## config.mk

```make
export PLATFORM = sky130hd
export DESIGN_NAME = dual_wiper_register_bank
export DESIGN_NICKNAME = d
export VERILOG_FILES = /design/src/wiper_bank_pkg.sv /design/src/tap_if.sv /design/src/dual_wiper_register_bank.sv /design/src/pin_sync.sv /design/src/tap_decoder.sv
export SDC_FILE = /design/constraint.sdc
export NUM_CORES = 1
export LEC_CHECK = 0
export BUFFER_PORTS_ARGS = -buffer_cell sky130_fd_sc_hd__buf_2
export CAP_MARGIN = 30
export CORE_MARGIN = 1
export CORE_UTILIZATION = 53
export DETAILED_ROUTE_END_ITERATION = 10
export PLACE_DENSITY_LB_ADDON = 0.2
export SYNTH_ARGS = -nofsm -noshare
export SYNTH_HDL_FRONTEND = slang
export SYNTH_SLANG_ARGS = --single-unit
```

## constraint.sdc

```tcl
create_clock -name clk -period 2.44 [get_ports clk]
set_input_delay 0.244 -clock clk [delete_from_list [all_inputs] [get_ports clk]]
set_output_delay 0.244 -clock clk [all_outputs]
set_load 0.1 [all_outputs]
```

## src/wiper_bank_pkg.sv

```systemverilog
// Purpose: shared constants and types of the dual wiper register bank
// Assumes: one system clock, serial link sampled as ordinary pins
// Notes:   stored settings stand in flops, so they reload on every reset
package wiper_bank_pkg;
	localparam int NUM_POTS   = 2;
	localparam int NUM_SLOTS  = 4;
	localparam int WIPER_W    = 8;
	localparam int NUM_TAPS   = 256;
	localparam int SYNC_DEPTH = 3;

	typedef logic [WIPER_W-1:0]  wiper_t;
	typedef logic [NUM_TAPS-1:0] taps_t;

	// serial byte layout
	localparam int ADDR_PIN_W   = 4;
	localparam int ADDR_PFX_W   = 3;
	localparam int RW_BIT       = 0;
	localparam int PTR_W        = 4;
	localparam int PTR_STORE    = 3;
	localparam int PTR_POT      = 2;
	localparam int PTR_SLOT_HI  = 1;
	localparam int PTR_SLOT_LO  = 0;

	// arbitrary value, not taken from any part
	localparam logic [ADDR_PFX_W-1:0] ADDR_PREFIX = 3'h5;
	localparam wiper_t                WIPER_RESET  = 8'h00;
	localparam wiper_t                STORED_RESET = 8'h80;
	localparam logic [2:0]            LAST_BIT     = 3'h7;

	typedef enum logic [3:0] {
		ST_IDLE      = 4'h0,
		ST_ADDR      = 4'h1,
		ST_ADDR_ACK  = 4'h3,
		ST_PTR       = 4'h2,
		ST_PTR_ACK   = 4'h6,
		ST_WDATA     = 4'h7,
		ST_WDATA_ACK = 4'h5,
		ST_RDATA     = 4'h4,
		ST_RDATA_ACK = 4'hc
	} link_state_t;
endpackage : wiper_bank_pkg
```

## src/tap_if.sv

```systemverilog
// Purpose: carries one wiper value to its tap decoder and the tap select back
// Assumes: one instance per potentiometer
// Notes:   none
`timescale 1ns/1ps
interface tap_if;
	import wiper_bank_pkg::*;
	wiper_t wiper;
	taps_t  tap;
	modport core (output wiper, input tap);
	modport dec  (input wiper, output tap);
endinterface : tap_if

```

## src/dual_wiper_register_bank.sv

```systemverilog
// Purpose: two wiper setting registers, their stored settings, and the serial slave
// Assumes: clk far faster than the serial clock; pins pass the filtered synchroniser
// Notes:   byte 0 = prefix, four address bits, read/write; byte 1 = pointer; then data
`timescale 1ns/1ps
module dual_wiper_register_bank (
	input  wire logic                                        clk,
	input  wire logic                                        resetn,
	input  wire logic                                        serial_clock,
	input  wire logic                                        serial_data_in,
	output logic                                             serial_data_out,
	output logic                                             serial_data_oe,
	input  wire logic                                        write_protect,
	input  wire logic                                        address_select_bit_lsb,
	input  wire logic                                        address_select_bit_one,
	input  wire logic                                        address_select_bit_two,
	input  wire logic                                        address_select_bit_three,
	output wiper_bank_pkg::wiper_t [wiper_bank_pkg::NUM_POTS-1:0] wiper_setting_register,
	output wiper_bank_pkg::taps_t  [wiper_bank_pkg::NUM_POTS-1:0] tap_select
);
	import wiper_bank_pkg::*;

	// synchronised pins; floating write-protect must be pulled up on the board
	logic                  scl_s;
	logic                  sda_s;
	logic                  wp_s;
	logic [ADDR_PIN_W-1:0] addr_s;

	pin_sync #(.W(3), .INIT(3'h7)) u_sync_link (
		.clk    (clk),
		.resetn (resetn),
		.pin    ({serial_clock, serial_data_in, write_protect}),
		.level  ({scl_s, sda_s, wp_s})
	);

	pin_sync #(.W(ADDR_PIN_W), .INIT(4'h0)) u_sync_addr (
		.clk    (clk),
		.resetn (resetn),
		.pin    ({address_select_bit_three, address_select_bit_two,
		          address_select_bit_one, address_select_bit_lsb}),
		.level  (addr_s)
	);

	// edge and bus condition detection
	logic scl_q_r;
	logic sda_q_r;
	always_ff @(posedge clk or negedge resetn) begin
		if (!resetn) begin
			scl_q_r <= 1'b1;
			sda_q_r <= 1'b1;
		end else begin
			scl_q_r <= scl_s;
			sda_q_r <= sda_s;
		end
	end

	logic scl_rise;
	logic scl_fall;
	logic bus_start;
	logic bus_stop;
	assign scl_rise  = scl_s & ~scl_q_r;
	assign scl_fall  = ~scl_s & scl_q_r;
	assign bus_start = scl_s & scl_q_r & sda_q_r & ~sda_s;
	assign bus_stop  = scl_s & scl_q_r & ~sda_q_r & sda_s;

	// register storage
	wiper_t [NUM_POTS-1:0][NUM_SLOTS-1:0] stored_setting_register;
	wiper_t [NUM_POTS-1:0]                wiper_r;
	logic                                 recall_pending_r;

	// serial link state
	link_state_t      state_r;
	logic [2:0]       bit_cnt_r;
	logic             full_r;
	logic [7:0]       shift_r;
	logic [7:0]       tx_r;
	logic [PTR_W-1:0] ptr_r;
	logic             rw_r;
	logic             nack_r;
	logic             sda_oe_r;
	logic             wr_pulse_r;
	logic [PTR_W-1:0] wr_ptr_r;
	logic [7:0]       wr_data_r;

	logic             addr_match;
	logic             data_phase;
	logic             ptr_store;
	logic             ptr_pot;
	logic [1:0]       ptr_slot;
	wiper_t           read_value;

	assign addr_match = (shift_r[7:1] == {ADDR_PREFIX, addr_s});
	// acknowledge clocks must not count as data bits, or the next byte ends one bit early
	assign data_phase = (state_r == ST_ADDR) || (state_r == ST_PTR)
		|| (state_r == ST_WDATA) || (state_r == ST_RDATA);
	assign ptr_store  = ptr_r[PTR_STORE];
	assign ptr_pot    = ptr_r[PTR_POT];
	assign ptr_slot   = ptr_r[PTR_SLOT_HI:PTR_SLOT_LO];
	assign read_value = ptr_store ? stored_setting_register[ptr_pot][ptr_slot] : wiper_r[ptr_pot];

	// bit shifter: data is sampled on the serial clock rising edge
	always_ff @(posedge clk or negedge resetn) begin
		if (!resetn) begin
			shift_r   <= 8'h00;
			bit_cnt_r <= 3'h0;
			full_r    <= 1'b0;
		end else if (bus_start || bus_stop) begin
			bit_cnt_r <= 3'h0;
			full_r    <= 1'b0;
		end else if (scl_rise && data_phase) begin
			shift_r   <= {shift_r[6:0], sda_s};
			bit_cnt_r <= bit_cnt_r + 3'h1;
			full_r    <= (bit_cnt_r == LAST_BIT);
		end else if (scl_fall && full_r) begin
			full_r <= 1'b0;
		end
	end

	// master acknowledge after a read byte; high means stop sending
	always_ff @(posedge clk or negedge resetn) begin
		if (!resetn) begin
			nack_r <= 1'b1;
		end else if (scl_rise && state_r == ST_RDATA_ACK) begin
			nack_r <= sda_s;
		end
	end

	// transfer sequencer; the data line only moves on a falling serial clock, a start or a stop
	always_ff @(posedge clk or negedge resetn) begin
		if (!resetn) begin
			state_r    <= ST_IDLE;
			sda_oe_r   <= 1'b0;
			rw_r       <= 1'b0;
			ptr_r      <= '0;
			tx_r       <= 8'h00;
			wr_pulse_r <= 1'b0;
			wr_ptr_r   <= '0;
			wr_data_r  <= 8'h00;
		end else begin
			wr_pulse_r <= 1'b0;
			if (bus_start) begin
				state_r  <= ST_ADDR;
				sda_oe_r <= 1'b0;
			end else if (bus_stop) begin
				state_r  <= ST_IDLE;
				sda_oe_r <= 1'b0;
			end else if (scl_fall) begin
				case (state_r)
				ST_ADDR: begin
					if (full_r) begin
						if (addr_match) begin
							state_r  <= ST_ADDR_ACK;
							sda_oe_r <= 1'b1;
							rw_r     <= shift_r[RW_BIT];
						end else begin
							state_r <= ST_IDLE;
						end
					end
				end
				ST_ADDR_ACK: begin
					if (rw_r) begin
						state_r  <= ST_RDATA;
						tx_r     <= read_value;
						sda_oe_r <= ~read_value[7];
					end else begin
						state_r  <= ST_PTR;
						sda_oe_r <= 1'b0;
					end
				end
				ST_PTR: begin
					if (full_r) begin
						ptr_r    <= shift_r[PTR_W-1:0];
						state_r  <= ST_PTR_ACK;
						sda_oe_r <= 1'b1;
					end
				end
				ST_PTR_ACK: begin
					state_r  <= ST_WDATA;
					sda_oe_r <= 1'b0;
				end
				ST_WDATA: begin
					if (full_r) begin
						state_r <= ST_WDATA_ACK;
						// a refused stored write is simply not acknowledged
						if (!ptr_store || wp_s) begin
							wr_pulse_r <= 1'b1;
							wr_ptr_r   <= ptr_r;
							wr_data_r  <= shift_r;
							sda_oe_r   <= 1'b1;
						end
					end
				end
				ST_WDATA_ACK: begin
					state_r  <= ST_WDATA;
					sda_oe_r <= 1'b0;
				end
				ST_RDATA: begin
					if (full_r) begin
						state_r  <= ST_RDATA_ACK;
						sda_oe_r <= 1'b0;
					end else begin
						sda_oe_r <= ~tx_r[LAST_BIT - bit_cnt_r];
					end
				end
				ST_RDATA_ACK: begin
					if (nack_r) begin
						state_r <= ST_IDLE;
					end else begin
						state_r  <= ST_RDATA;
						tx_r     <= read_value;
						sda_oe_r <= ~read_value[7];
					end
				end
				ST_IDLE: begin
					sda_oe_r <= 1'b0;
				end
				default: begin
					state_r  <= ST_IDLE;
					sda_oe_r <= 1'b0;
				end
				endcase
			end
		end
	end

	assign serial_data_out = 1'b0;
	assign serial_data_oe  = sda_oe_r;

	// stored settings; held in flops, so every reset reloads them with STORED_RESET
	always_ff @(posedge clk or negedge resetn) begin
		if (!resetn) begin
			stored_setting_register <= {(NUM_POTS*NUM_SLOTS){STORED_RESET}};
		end else if (wr_pulse_r && wr_ptr_r[PTR_STORE] && wp_s) begin
			stored_setting_register[wr_ptr_r[PTR_POT]][wr_ptr_r[PTR_SLOT_HI:PTR_SLOT_LO]] <= wr_data_r;
		end
	end

	// wiper setting registers with one-time recall after reset release
	always_ff @(posedge clk or negedge resetn) begin
		if (!resetn) begin
			wiper_r          <= {NUM_POTS{WIPER_RESET}};
			recall_pending_r <= 1'b1;
		end else if (recall_pending_r) begin
			recall_pending_r <= 1'b0;
			for (int p = 0; p < NUM_POTS; p++) begin
				wiper_r[p] <= stored_setting_register[p][0];
			end
		end else if (wr_pulse_r && !wr_ptr_r[PTR_STORE]) begin
			wiper_r[wr_ptr_r[PTR_POT]] <= wr_data_r;
		end
	end

	assign wiper_setting_register = wiper_r;

	for (genvar p = 0; p < NUM_POTS; p++) begin : g_pot
		tap_if tif ();
		assign tif.wiper = wiper_r[p];
		tap_decoder u_dec (
			.clk    (clk),
			.resetn (resetn),
			.t      (tif)
		);
		assign tap_select[p] = tif.tap;
	end
endmodule : dual_wiper_register_bank

```

## src/pin_sync.sv

```systemverilog
// Purpose: three-stage synchroniser with agreement filter for slow pins
// Assumes: inputs are asynchronous to clk
// Notes:   output moves only once stages two and three agree
`timescale 1ns/1ps
module pin_sync #(
	parameter int         W    = 1,
	parameter logic [W-1:0] INIT = '0
) (
	input  wire logic         clk,
	input  wire logic         resetn,
	input  wire logic [W-1:0] pin,
	output logic      [W-1:0] level
);
	if (W < 1) begin : g_bad_width
		$error("pin_sync: width must be at least one");
	end

	for (genvar i = 0; i < W; i++) begin : g_bit
		logic s1_r;
		logic s2_r;
		logic s3_r;
		always_ff @(posedge clk or negedge resetn) begin
			if (!resetn) begin
				s1_r     <= INIT[i];
				s2_r     <= INIT[i];
				s3_r     <= INIT[i];
				level[i] <= INIT[i];
			end else begin
				s1_r <= pin[i];
				s2_r <= s1_r;
				s3_r <= s2_r;
				if (s2_r == s3_r) begin
					level[i] <= s3_r;
				end
			end
		end
	end
endmodule : pin_sync

```

## src/tap_decoder.sv

```systemverilog
// Purpose: turns one wiper value into a one-hot tap select
// Assumes: value zero is the low end terminal tap
// Notes:   registered so the tap switch never sees decode glitches
`timescale 1ns/1ps
module tap_decoder (
	input  wire logic clk,
	input  wire logic resetn,
	tap_if.dec        t
);
	import wiper_bank_pkg::*;

	localparam taps_t ONE = taps_t'(1);

	always_ff @(posedge clk or negedge resetn) begin
		if (!resetn) begin
			t.tap <= ONE << WIPER_RESET;
		end else begin
			t.tap <= ONE << t.wiper;
		end
	end
endmodule : tap_decoder

```

==> results.toml, run 1 <==
[power]
power_switching_mw = 4.81
max-vdd-ir-drop_mv = 0.567
p_int_mw = 17.8
leakagePower_nw = 15.2
powerDensity_nw_per_um2 = 797
pwr-share-clk = 0.466
finalPower_mw = 22.6
sequentialPowerShare = 0.503
p_sw_frac = 0.212
comb_power_share = 0.032

[sta]
fin_crit_sh = 0.845
tns_ps = 0
tightest_slew_ps = 921
final_max_slew_viol_count = 0
maxSlewHeadroom = 0.384
fin_ws_ps = 378
hold_viol_final = 0
grt_setup_unrepaired = "false"
fin_crit_ps = 2060
timing.hold.ws_ps = 186
fmax_ghz = 0.485
fin_skew_ps = 14.6
setup_viol = 0

[synth]
netlist_area_um2 = 22500
yosysTopAreaCellShare = 0.713
synth_cells = 1709
yosysMostFrequentCell = "dfrtp_1"
ys_ff_latch = 667
synth_ff_type = "dfrtp_1"
yosysTopAreaCell = "dfrtp_1"
synth_area_per_cell_um2 = 13.2
netlist_top_cells_area = "dfrtp_1 71%, nor2_1 8.8%, dfstp_2 3.0%"
synth_edf_count = 0
seq_area_frac_synth = 0.743
synth_common_cells = "641 x dfrtp_1, 525 x nor2_1, 92 x clkbuf_1"
synth_async_sr_flop_share = 1.00
ys.warnings.count = 0
synthDistinctLibCells = 61

[run_status]
status = "finished clean"

[detailed_routing]
wl_met3_um = 4440
route.detailed.drc = 0
top_layer = "met4"
antenna_left = 0
met2_length_um = 32600
routed_wl_um = 66300
drt-initial-drc-count = 1413
vias = 15500
dr.pass1.iters = 7
vias_per_cell = 5.39
drt-met1-wl_um = 25700
wl_per_cell_um = 23.1

[layout]
diodes = 0
fin_nets = 2291
fin_area_um2 = 28400
drive_gt1_frac = 0.359
area_growth_syn_to_layout_pct = 26.3
ff_latch_area_um2 = 16700
fill_cells = 2972
multi_input_comb_area_um2 = 5230

[job]
maxCapViolCount = 0

[global_routing]
grt_overflow = 0
grt_usage = 0.310
grt_pass1_vias = 15200
antenna_found_initial = 1
grt_pass1_wl_um = 98500
grt_max_degree = 64

[clocking]
cts_made_buffers = 67
max-clock-path-buffers = 3
cts_tree = "done"
clk_pin_slew_ps = 60
worst_skew_pair.late_latency_ps = 590
root_buffer = "clkbuf_16"
postCtsResizedCells = 0
cts-htree-levels = 3
clock_sink_count = 667

[hold_path]
hold_path_class = "input port to async pin"

[die]
fp.dieArea_um2 = 43300
die-height_um = 208
pin_count = 539
start_util = 0.536
coreArea_um2 = 41900
num_rows = 75
die_x_um = 208

[placed_design]
pre_cts_ws_ps = 419
place_area_um2 = 26000
hpwl_um = 46400
gp_congestion = 0.911
io_buffers = 537

[critical_path]
path_class = "flop to primary output"
cp-end-kind = "primary output"
cp.required_ps = 2200
arrival_ps = 1820
crit_fanout = 10
cpPeakStageDelay_ps = 520
cp_slowest_cell = "dfrtp_1"
cp_cell_sequence = "buf_4 > buf_2"
startpoint_type = "flop"
[flip-flops by register name, indices dropped and copies added (netlist names), 4 cells and up]
| register | cells |
|---|---|
| ptr_r | 4 |
| u_sync_addr.g_bit.s1_r | 4 |
| shift_r | 8 |
| u_sync_addr.g_bit.s2_r | 4 |
| state_r | 4 |
| wr_data_r | 8 |
| u_sync_addr.g_bit.s3_r | 4 |
| u_sync_addr.level | 4 |
| g_pot.u_dec.t.tap | 512 |
| wr_ptr_r | 4 |
| tx_r | 8 |
| stored_setting_register | 64 |
| g_pot.tif.wiper | 16 |
[worst max-delay path, delay by kind of cell, from the launching register on]
family,cells,cell delay (ps)
DFF,1,520
buffers and inverters,2,710
[per-stage QoR]
| stage | utilization | cells |
|---|---|---|
| finish | 0.677 | 2870 |
| global route | 0.677 | 2870 |
| CTS | 0.677 | 2869 |
| detailed placement | 0.620 | 2741 |
| global placement | 0.619 | 2738 |
| floorplan | - | 1710 |
[logic make-up (layout without fill, tap and decap cells)]
group                    Yosys count  count (layout)  share of synthesized area
AO/OA/AOI/OAI                     74              74                     0.0218
XOR/XNOR                           8               8                    0.00311
AND/OR/NAND/NOR                  700             700                      0.131
buffers and inverters            123             744                     0.0242
flip-flops                       667             667                      0.743
other                              1               2                   0.000167
adder cells (fa/ha/maj)           10              10                    0.00467
multiplexers                     126             126                     0.0719
[layout by cell type, fill, tap and decap left out, types with 6 or more instances in the layout]
cell / synthesis / routed
clkbuf_8: 0 / 17
nor2_2: 6 / 6
buf_2: 11 / 536
a22oi_1: 17 / 17
mux2i_1: 12 / 12
nor2b_1: 24 / 24
nand3_1: 32 / 32
dlygate4sd3_1: 0 / 8
o21ai_0: 18 / 18
a21oi_1: 13 / 13
buf_4: 4 / 58
nand2b_1: 7 / 7
nand2_1: 66 / 66
inv_1: 7 / 7
nor2_1: 525 / 525
nand4_1: 8 / 8
clkbuf_16: 0 / 71
maj3_1: 8 / 8
clkbuf_1: 92 / 12
a211oi_1: 7 / 7
dfstp_2: 26 / 26
nor3_1: 7 / 7
mux4_2: 18 / 18
mux2_1: 35 / 35
buf_12: 1 / 10
xnor2_1: 6 / 6
dfrtp_1: 641 / 641
mux2_2: 58 / 58
clkinv_2: 0 / 9
[power by group through the flow]
stage | registers [mW] | clock network (mW) | logic (mW)
2_1_floorplan | 11.6 | 0 | 0.319
3_3_place_gp | 11.6 | 0 | 0.690
3_5_place_dp | 11.6 | 0 | 0.718
4_1_cts | 11.4 | 10.7 | 0.731
5_1_grt | 11.4 | 11.1 | 0.798
6_report | 11.4 | 10.5 | 0.714
[worst paths after layout]
path / from / endpoint / slack [ps] / depth (start not counted)
max reg2reg: state_r[2] / tx_r[2] / 390 / 4
min: resetn / g_pot[1].u_dec.t.tap[116] / 190 / 2
min reg2reg: u_sync_addr.g_bit[3].s1_r / u_sync_addr.g_bit[3].s2_r / 350 / 0
max: g_pot[1].tif.wiper[6] / wiper_setting_register[14] / 380 / 2
min in group clk: address_select_bit_lsb / u_sync_addr.g_bit[0].s1_r / 300 / 2
max in group asynchronous: resetn / shift_r[4] / 1290 / 4
[per-layer routing]
layer	up-vias	global-route usage
li1	6620	-
met1	7967	0.400
met2	702	0.495
met3	194	0.0705
met4	0	0.164
met5	-	0
[timing repair]
item,4_1_cts,5_1_grt
setup endpoints to repair,0,0
hold endpoints to repair,140,0
buffers inserted,0,0
hold buffers,8,0
[layout make-up]
cell class              count  area share
clock buffers             100      0.0724
clock inverters            20     0.00859
inverters                   9     0.00119
multi-input cells         920       0.184
flip-flops and latches    667       0.589
well taps                 539      0.0237
repair buffers            615       0.121
No activity file was read; power rests on OpenSTA's default activity.
==> run 2, diff against run 1 <==
--- a/config.mk
+++ b/config.mk
@@ -5,10 +5,12 @@
 export SDC_FILE = /design/constraint.sdc
 export NUM_CORES = 1
 export LEC_CHECK = 0
+export ABC_AREA = 1
 export BUFFER_PORTS_ARGS = -buffer_cell sky130_fd_sc_hd__buf_2
 export CAP_MARGIN = 30
+export CORE_ASPECT_RATIO = 1.25
 export CORE_MARGIN = 1
-export CORE_UTILIZATION = 53
+export CORE_UTILIZATION = 54
 export DETAILED_ROUTE_END_ITERATION = 10
 export PLACE_DENSITY_LB_ADDON = 0.2
 export SYNTH_ARGS = -nofsm -noshare
==> constraint.sdc (replaced) <==
create_clock -name clk -period 1.9 [get_ports clk]
set_input_delay 0.19 -clock clk [delete_from_list [all_inputs] [get_ports clk]]
set_output_delay 0.19 -clock clk [all_outputs]
set_load 0.1 [all_outputs]
==> run 2 against run 1 <==
Effect of this change:
- total power is 24% higher
- wire length grew 19%
- clock power increased by 19%
- cell area up 6.3%
- final cell count is 20% higher
- critical path depth decreased by 1
- synthesized area rose by 6.6%
- synthesized cell count grew 33%
- core utilization increased by 1.9 points
- non-clock buffer count grew 51
- sequential share of layout area is 3.4 points lower
- first-iteration DRC count increased by 60%
- critical path type unchanged
==> results.toml, run 2 <==
[run_status]
status = "finished clean"

[power]
powerDensity_nw_per_um2 = 927
max-vdd-ir-drop_mv = 0.830
p_int_mw = 21.9
sequentialPowerShare = 0.518
p_sw_frac = 0.217
power_switching_mw = 6.08
pwr-share-clk = 0.446
finalPower_mw = 28.0
leakagePower_nw = 16.2
comb_power_share = 0.036

[synth]
yosysMostFrequentCell = "dfrtp_1"
netlist_area_um2 = 24000
yosysTopAreaCellShare = 0.669
synthDistinctLibCells = 35
netlist_top_cells_area = "dfrtp_1 67%, nor2_1 8.7%, nand4_1 5.3%"
synth_area_per_cell_um2 = 10.6
ys.warnings.count = 0
synth_ff_type = "dfrtp_1"
synth_edf_count = 0
synth_cells = 2265
synth_common_cells = "641 x dfrtp_1, 554 x nor2_1, 202 x nand4_1"
synth_async_sr_flop_share = 1.00
ys_ff_latch = 667
seq_area_frac_synth = 0.697
yosysTopAreaCell = "dfrtp_1"

[critical_path]
arrival_ps = 1670
r2r-start = "recall_pending_r"
r2r_setup_slack_ps = 140
crit_path_end = "wiper_setting_register[2]"
cpPeakStageDelay_ps = 560
startpoint_type = "flop"
critical_path_buf_inv_count = 1
cp-end-kind = "primary output"
path_class = "flop to primary output"
cp-startpoint = "g_pot[0].tif.wiper[2]"
crit_fanout = 10
cp_num_cells = 1
reg2reg_to = "g_pot[1].tif.wiper[4]"
cp_slowest_cell = "dfrtp_2"
cp.required_ps = 1710
cp_cell_sequence = "buf_2"
worstRegToRegCells = 5
cp_top_family = "flip-flops"

[sta]
fin_skew_ps = 26.1
setup_viol = 0
fin_crit_sh = 0.978
timing.hold.ws_ps = 84.7
fin_crit_ps = 1860
final_max_slew_viol_count = 0
tns_ps = 0
maxSlewHeadroom = 0.384
fin_ws_ps = 41.8
tightest_slew_ps = 923
grt_setup_unrepaired = "false"
hold_viol_final = 0
fmax_ghz = 0.538

[detailed_routing]
wl_per_cell_um = 22.8
vias = 19800
vias_per_cell = 5.76
routed_wl_um = 78600
route.detailed.drc = 0
antenna_left = 0
drt-initial-drc-count = 2254
dr.pass1.iters = 6

[layout]
final_cell_mix = "628 x dfrtp_1, 552 x nor2_1, 530 x buf_2"
fin_nets = 2836
diodes = 0
fill_cells = 3129
final_common_cell = "dfrtp_1"
largest_reg_flops = 512
drive_gt1_frac = 0.287
top_register = "g_pot.u_dec.t.tap"
area_growth_syn_to_layout_pct = 26.0

[global_routing]
antenna_found_initial = 0
grt_max_degree = 130
grt_usage = 0.349
grt_pass1_vias = 19500
grt_overflow = 0
grt_pass1_wl_um = 118000

[die]
num_rows = 85
pin_count = 539
die_x_um = 191
start_util = 0.553
coreArea_um2 = 43400
fp.dieArea_um2 = 45300
die-height_um = 238

[clocking]
cts-htree-levels = 2
clock_sink_count = 667
max-clock-path-buffers = 3
root_buffer = "clkbuf_16"
cts_tree = "done"
clk_pin_slew_ps = 70
worst_skew_pair.late_latency_ps = 610
cts_made_buffers = 59

[placed_design]
pre_cts_ws_ps = 109
hpwl_um = 54100
gp_congestion = 0.910
io_buffers = 537

[job]
maxCapViolCount = 0

[hold_path]
hold_path_class = "input port to async pin"
[run 2: how the worst min path moves through the flow]
| stage | endpoint | slack, ps | cells after the start |
|---|---|---|---|
| detailed placement | g_pot[1].u_dec.t.tap[126] | 120 | 1 |
| floorplan | bit_cnt_r[0] | -110 | 0 |
| global route | g_pot[1].u_dec.t.tap[126] | 90 | 2 |
| finish | g_pot[1].u_dec.t.tap[126] | 80 | 2 |
| global placement | g_pot[1].u_dec.t.tap[126] | 120 | 1 |
| CTS | g_pot[1].u_dec.t.tap[123] | 80 | 2 |
[run 2: cell type report]
| cell class | instances | area, um^2 | share of cell area |
|---|---|---|---|
| Timing Repair Buffer | 666 | 4110 | 0.136 |
| Clock buffer | 87 | 1730 | 0.0574 |
| Sequential cell | 667 | 16700 | 0.554 |
| Inverter | 100 | 382 | 0.0126 |
| Tap cell | 565 | 707 | 0.0234 |
| Multi-Input combinational cell | 1331 | 6210 | 0.206 |
| Clock inverter | 22 | 314 | 0.0104 |
[run 2: kinds of logic (layout without fill, tap and decap cells)]
group                      count (synthesis)  in the layout  synth area share
and+or+nand+nor                         1110           1110             0.208
DFF                                      667            667             0.697
buffers and inverters                    268            875            0.0440
AOI/OAI and AO/OA                        209            209            0.0466
adders and majority gates                  9              9           0.00396
other                                      1              2          0.000156
xor gates and xnor gates                   1              1          0.000365
[run 2: what timing repair did]
item	in CTS	in global routing
hold buffers	8	0
endpoints found under the hold margin	267	0
setup endpoints to repair	4	9
resized for setup	5	6
buffers inserted	0	2
cloned	0	1
[run 2: stage by stage]
step | instances | cell area, um^2 | util
finish | 3438 | 30200 | 0.696
global route | 3438 | 30200 | 0.696
CTS | 3435 | 30200 | 0.695
detailed placement | 3318 | 28000 | 0.646
global placement | 3318 | 28000 | 0.646
floorplan | 2266 | 24000 | -
[run 2: layer usage]
metal  track usage  up-vias  wire length [um]
li1              -     8573                 -
met1         0.431     9739             27800
met2         0.555     1207             37300
met3        0.0762      296              7140
met4         0.226        0              6280
met5             0        -                 0
[run 2: worst reg2reg max path: cells and delay by family, from the launching register on]
family                 cells  cell delay, ps
AOI/OAI and AO/OA          2             250
buffers and inverters      1             270
and+or+nand+nor            2             470
DFF                        1             610
[run 2: power by group through the flow]
stage / Sequential, mW / Clock [mW] / Combinational (mW)
6_report: 14.5 / 12.5 / 1.00
5_1_grt: 14.5 / 13.2 / 1.15
4_1_cts: 14.5 / 12.6 / 1.02
3_5_place_dp: 14.8 / 0 / 0.997
3_3_place_gp: 14.8 / 0 / 0.964
2_1_floorplan: 14.8 / 0 / 0.446
==> run 3, diff against run 2 <==
--- a/config.mk
+++ b/config.mk
@@ -8,9 +8,11 @@
 export ABC_AREA = 1
 export BUFFER_PORTS_ARGS = -buffer_cell sky130_fd_sc_hd__buf_2
 export CAP_MARGIN = 30
+export CELL_PAD_IN_SITES_DETAIL_PLACEMENT = 0
+export CELL_PAD_IN_SITES_GLOBAL_PLACEMENT = 1
 export CORE_ASPECT_RATIO = 1.25
 export CORE_MARGIN = 1
-export CORE_UTILIZATION = 54
+export CORE_UTILIZATION = 41
 export DETAILED_ROUTE_END_ITERATION = 10
 export PLACE_DENSITY_LB_ADDON = 0.2
 export SYNTH_ARGS = -nofsm -noshare
==> constraint.sdc (replaced) <==
create_clock -name clk -period 1.9 [get_ports clk]
set_input_delay 0.285 -clock clk [delete_from_list [all_inputs] [get_ports clk]]
set_output_delay 0.285 -clock clk [all_outputs]
set_load 0.1 [all_outputs]
==> run 3 against run 2 <==
Effect of this change:
- flip-flop and latch count stayed put
- non-clock buffer count shrank 1
- combinational power is essentially flat
- critical path type unchanged
- first-iteration DRC count shrank 24%
- via count shrank 2.7%
- worst hold slack better by 170 ps
- highest routed layer is now met5
- sequential share of layout area down 1.0 points
- setup slack worse by 7.9 ps
- critical path depth rose by 1
- clock skew shrank 8.8 ps
- critical endpoint is now wiper_setting_register[15]
- register-to-register slack about the same
==> results.toml, run 3 (same netlist as run 2, synthesis figures left out) <==
[sta]
fin_skew_ps = 17.3
fin_ws_ps = 34.0
final_max_slew_viol_count = 0
tns_ps = 0
hold_viol_final = 0
timing.hold.ws_ps = 256
maxSlewHeadroom = 0.390
tightest_slew_ps = 910
fin_crit_sh = 0.982
setup_viol = 0
grt_setup_unrepaired = "false"
fin_crit_ps = 1870
fmax_ghz = 0.536

[detailed_routing]
wl_per_cell_um = 22.7
drt-initial-drc-count = 1722
vias_per_cell = 5.30
antenna_left = 0
routed_wl_um = 82400
dr.pass1.iters = 5
route.detailed.drc = 0
vias = 19300

[layout]
top_register = "g_pot.u_dec.t.tap"
largest_reg_flops = 512
final_common_cell = "dfrtp_1"
fin_nets = 2844
fin_area_um2 = 30800
final_cell_mix = "628 x dfrtp_1, 554 x nor2_1, 524 x buf_2"
diodes = 0
fin_cells = 3635
area_growth_syn_to_layout_pct = 28.3
drive_gt1_frac = 0.292
final_core_util = 0.535

[job]
maxCapViolCount = 0

[placed_design]
io_buffers = 537
hpwl_um = 58100
pre_cts_ws_ps = 222
place_area_um2 = 28300
dp.cells = 3503
gp_congestion = 0.866

[clocking]
root_buffer = "clkbuf_16"
clock_sink_count = 667
cts-htree-levels = 3
max-clock-path-buffers = 3
cts_tree = "done"
cts_made_buffers = 68
worst_skew_pair.late_latency_ps = 600
clk_pin_slew_ps = 60

[die]
coreArea_um2 = 57500
die_x_um = 218
pin_count = 539
fp.dieArea_um2 = 59500
start_util = 0.417
die-height_um = 272
num_rows = 98

[hold_path]
hold_path_class = "input port to async pin"

[critical_path]
arrival_ps = 1580
cp-end-kind = "primary output"
path_class = "flop to primary output"
r2r-start = "g_pot[0].tif.wiper[2]"
crit_path_end = "wiper_setting_register[15]"
r2r_setup_slack_ps = 150
reg2reg_to = "g_pot[0].u_dec.t.tap[128]"
crit_fanout = 27
startpoint_type = "flop"
cp-startpoint = "g_pot[1].tif.wiper[7]"
worstRegToRegCells = 5
cp.required_ps = 1620

[global_routing]
grt_overflow = 0
grt_pass1_wl_um = 122000
grt_pass1_vias = 19100
grt_usage = 0.276
grt_max_degree = 130
antenna_found_initial = 1

[power]
leakagePower_nw = 16.3
powerDensity_nw_per_um2 = 948
max-vdd-ir-drop_mv = 0.684
finalPower_mw = 29.2

[run_status]
status = "finished clean"
run 3: cell count changes in the layout (fill, tap and decap cells not counted), moves of 3 or more:
cell       before  now
bufinv_16       7    4
clkbuf_8       11   18
buf_4          92   96
buf_2         530  524
clkbuf_1       15    8
clkbuf_16      62   72
run 3: how the worst min path moves through the flow:
stage / from / end / cells after the start
floorplan: resetn / bit_cnt_r[0] / 0
global placement: resetn / g_pot[1].u_dec.t.tap[217] / 1
detailed placement: resetn / g_pot[1].u_dec.t.tap[61] / 1
CTS: resetn / g_pot[1].u_dec.t.tap[61] / 2
global route: resetn / g_pot[1].u_dec.t.tap[89] / 2
finish: resetn / g_pot[1].u_dec.t.tap[89] / 2
run 3: report_power, final:
group          switching (mW)  internal [mW]  total [mW]
Sequential              0.136           14.4        14.5
Combinational           0.737          0.273        1.01
Clock                    5.59           8.05        13.6
run 3: metal layers:
metal | vias to the layer above | GRT usage | share of wire | routed length, um
met4 | 2 | 0.113 | 0.037 | 3020
met5 | - | 0 | 0.00018 | 15
met3 | 148 | 0.0485 | 0.062 | 5130
met1 | 9729 | 0.353 | 0.40 | 32700
li1 | 8605 | - | - | -
met2 | 788 | 0.462 | 0.50 | 41500
run 3: timing repair:
action,CTS,global route
gates cloned,0,2
setup endpoints to repair,9,2
hold buffers,8,0
endpoints found under the hold margin,30,0
gates resized for setup,10,1
buffers inserted,0,0
run 3: worst max-delay path: stages (launching register included):
cell and delay [ps]:
dfrtp_4 550, buf_16 210, buf_16 190
run 3: final cells by class:
class	count	area (um^2)
clock inverter	26	288
sequential	667	16700
fill	5139	26700
clock buffer	96	2030
timing repair buffer	665	4180
inverter	100	382
multi-input combinational	1331	6210
tap	750	938
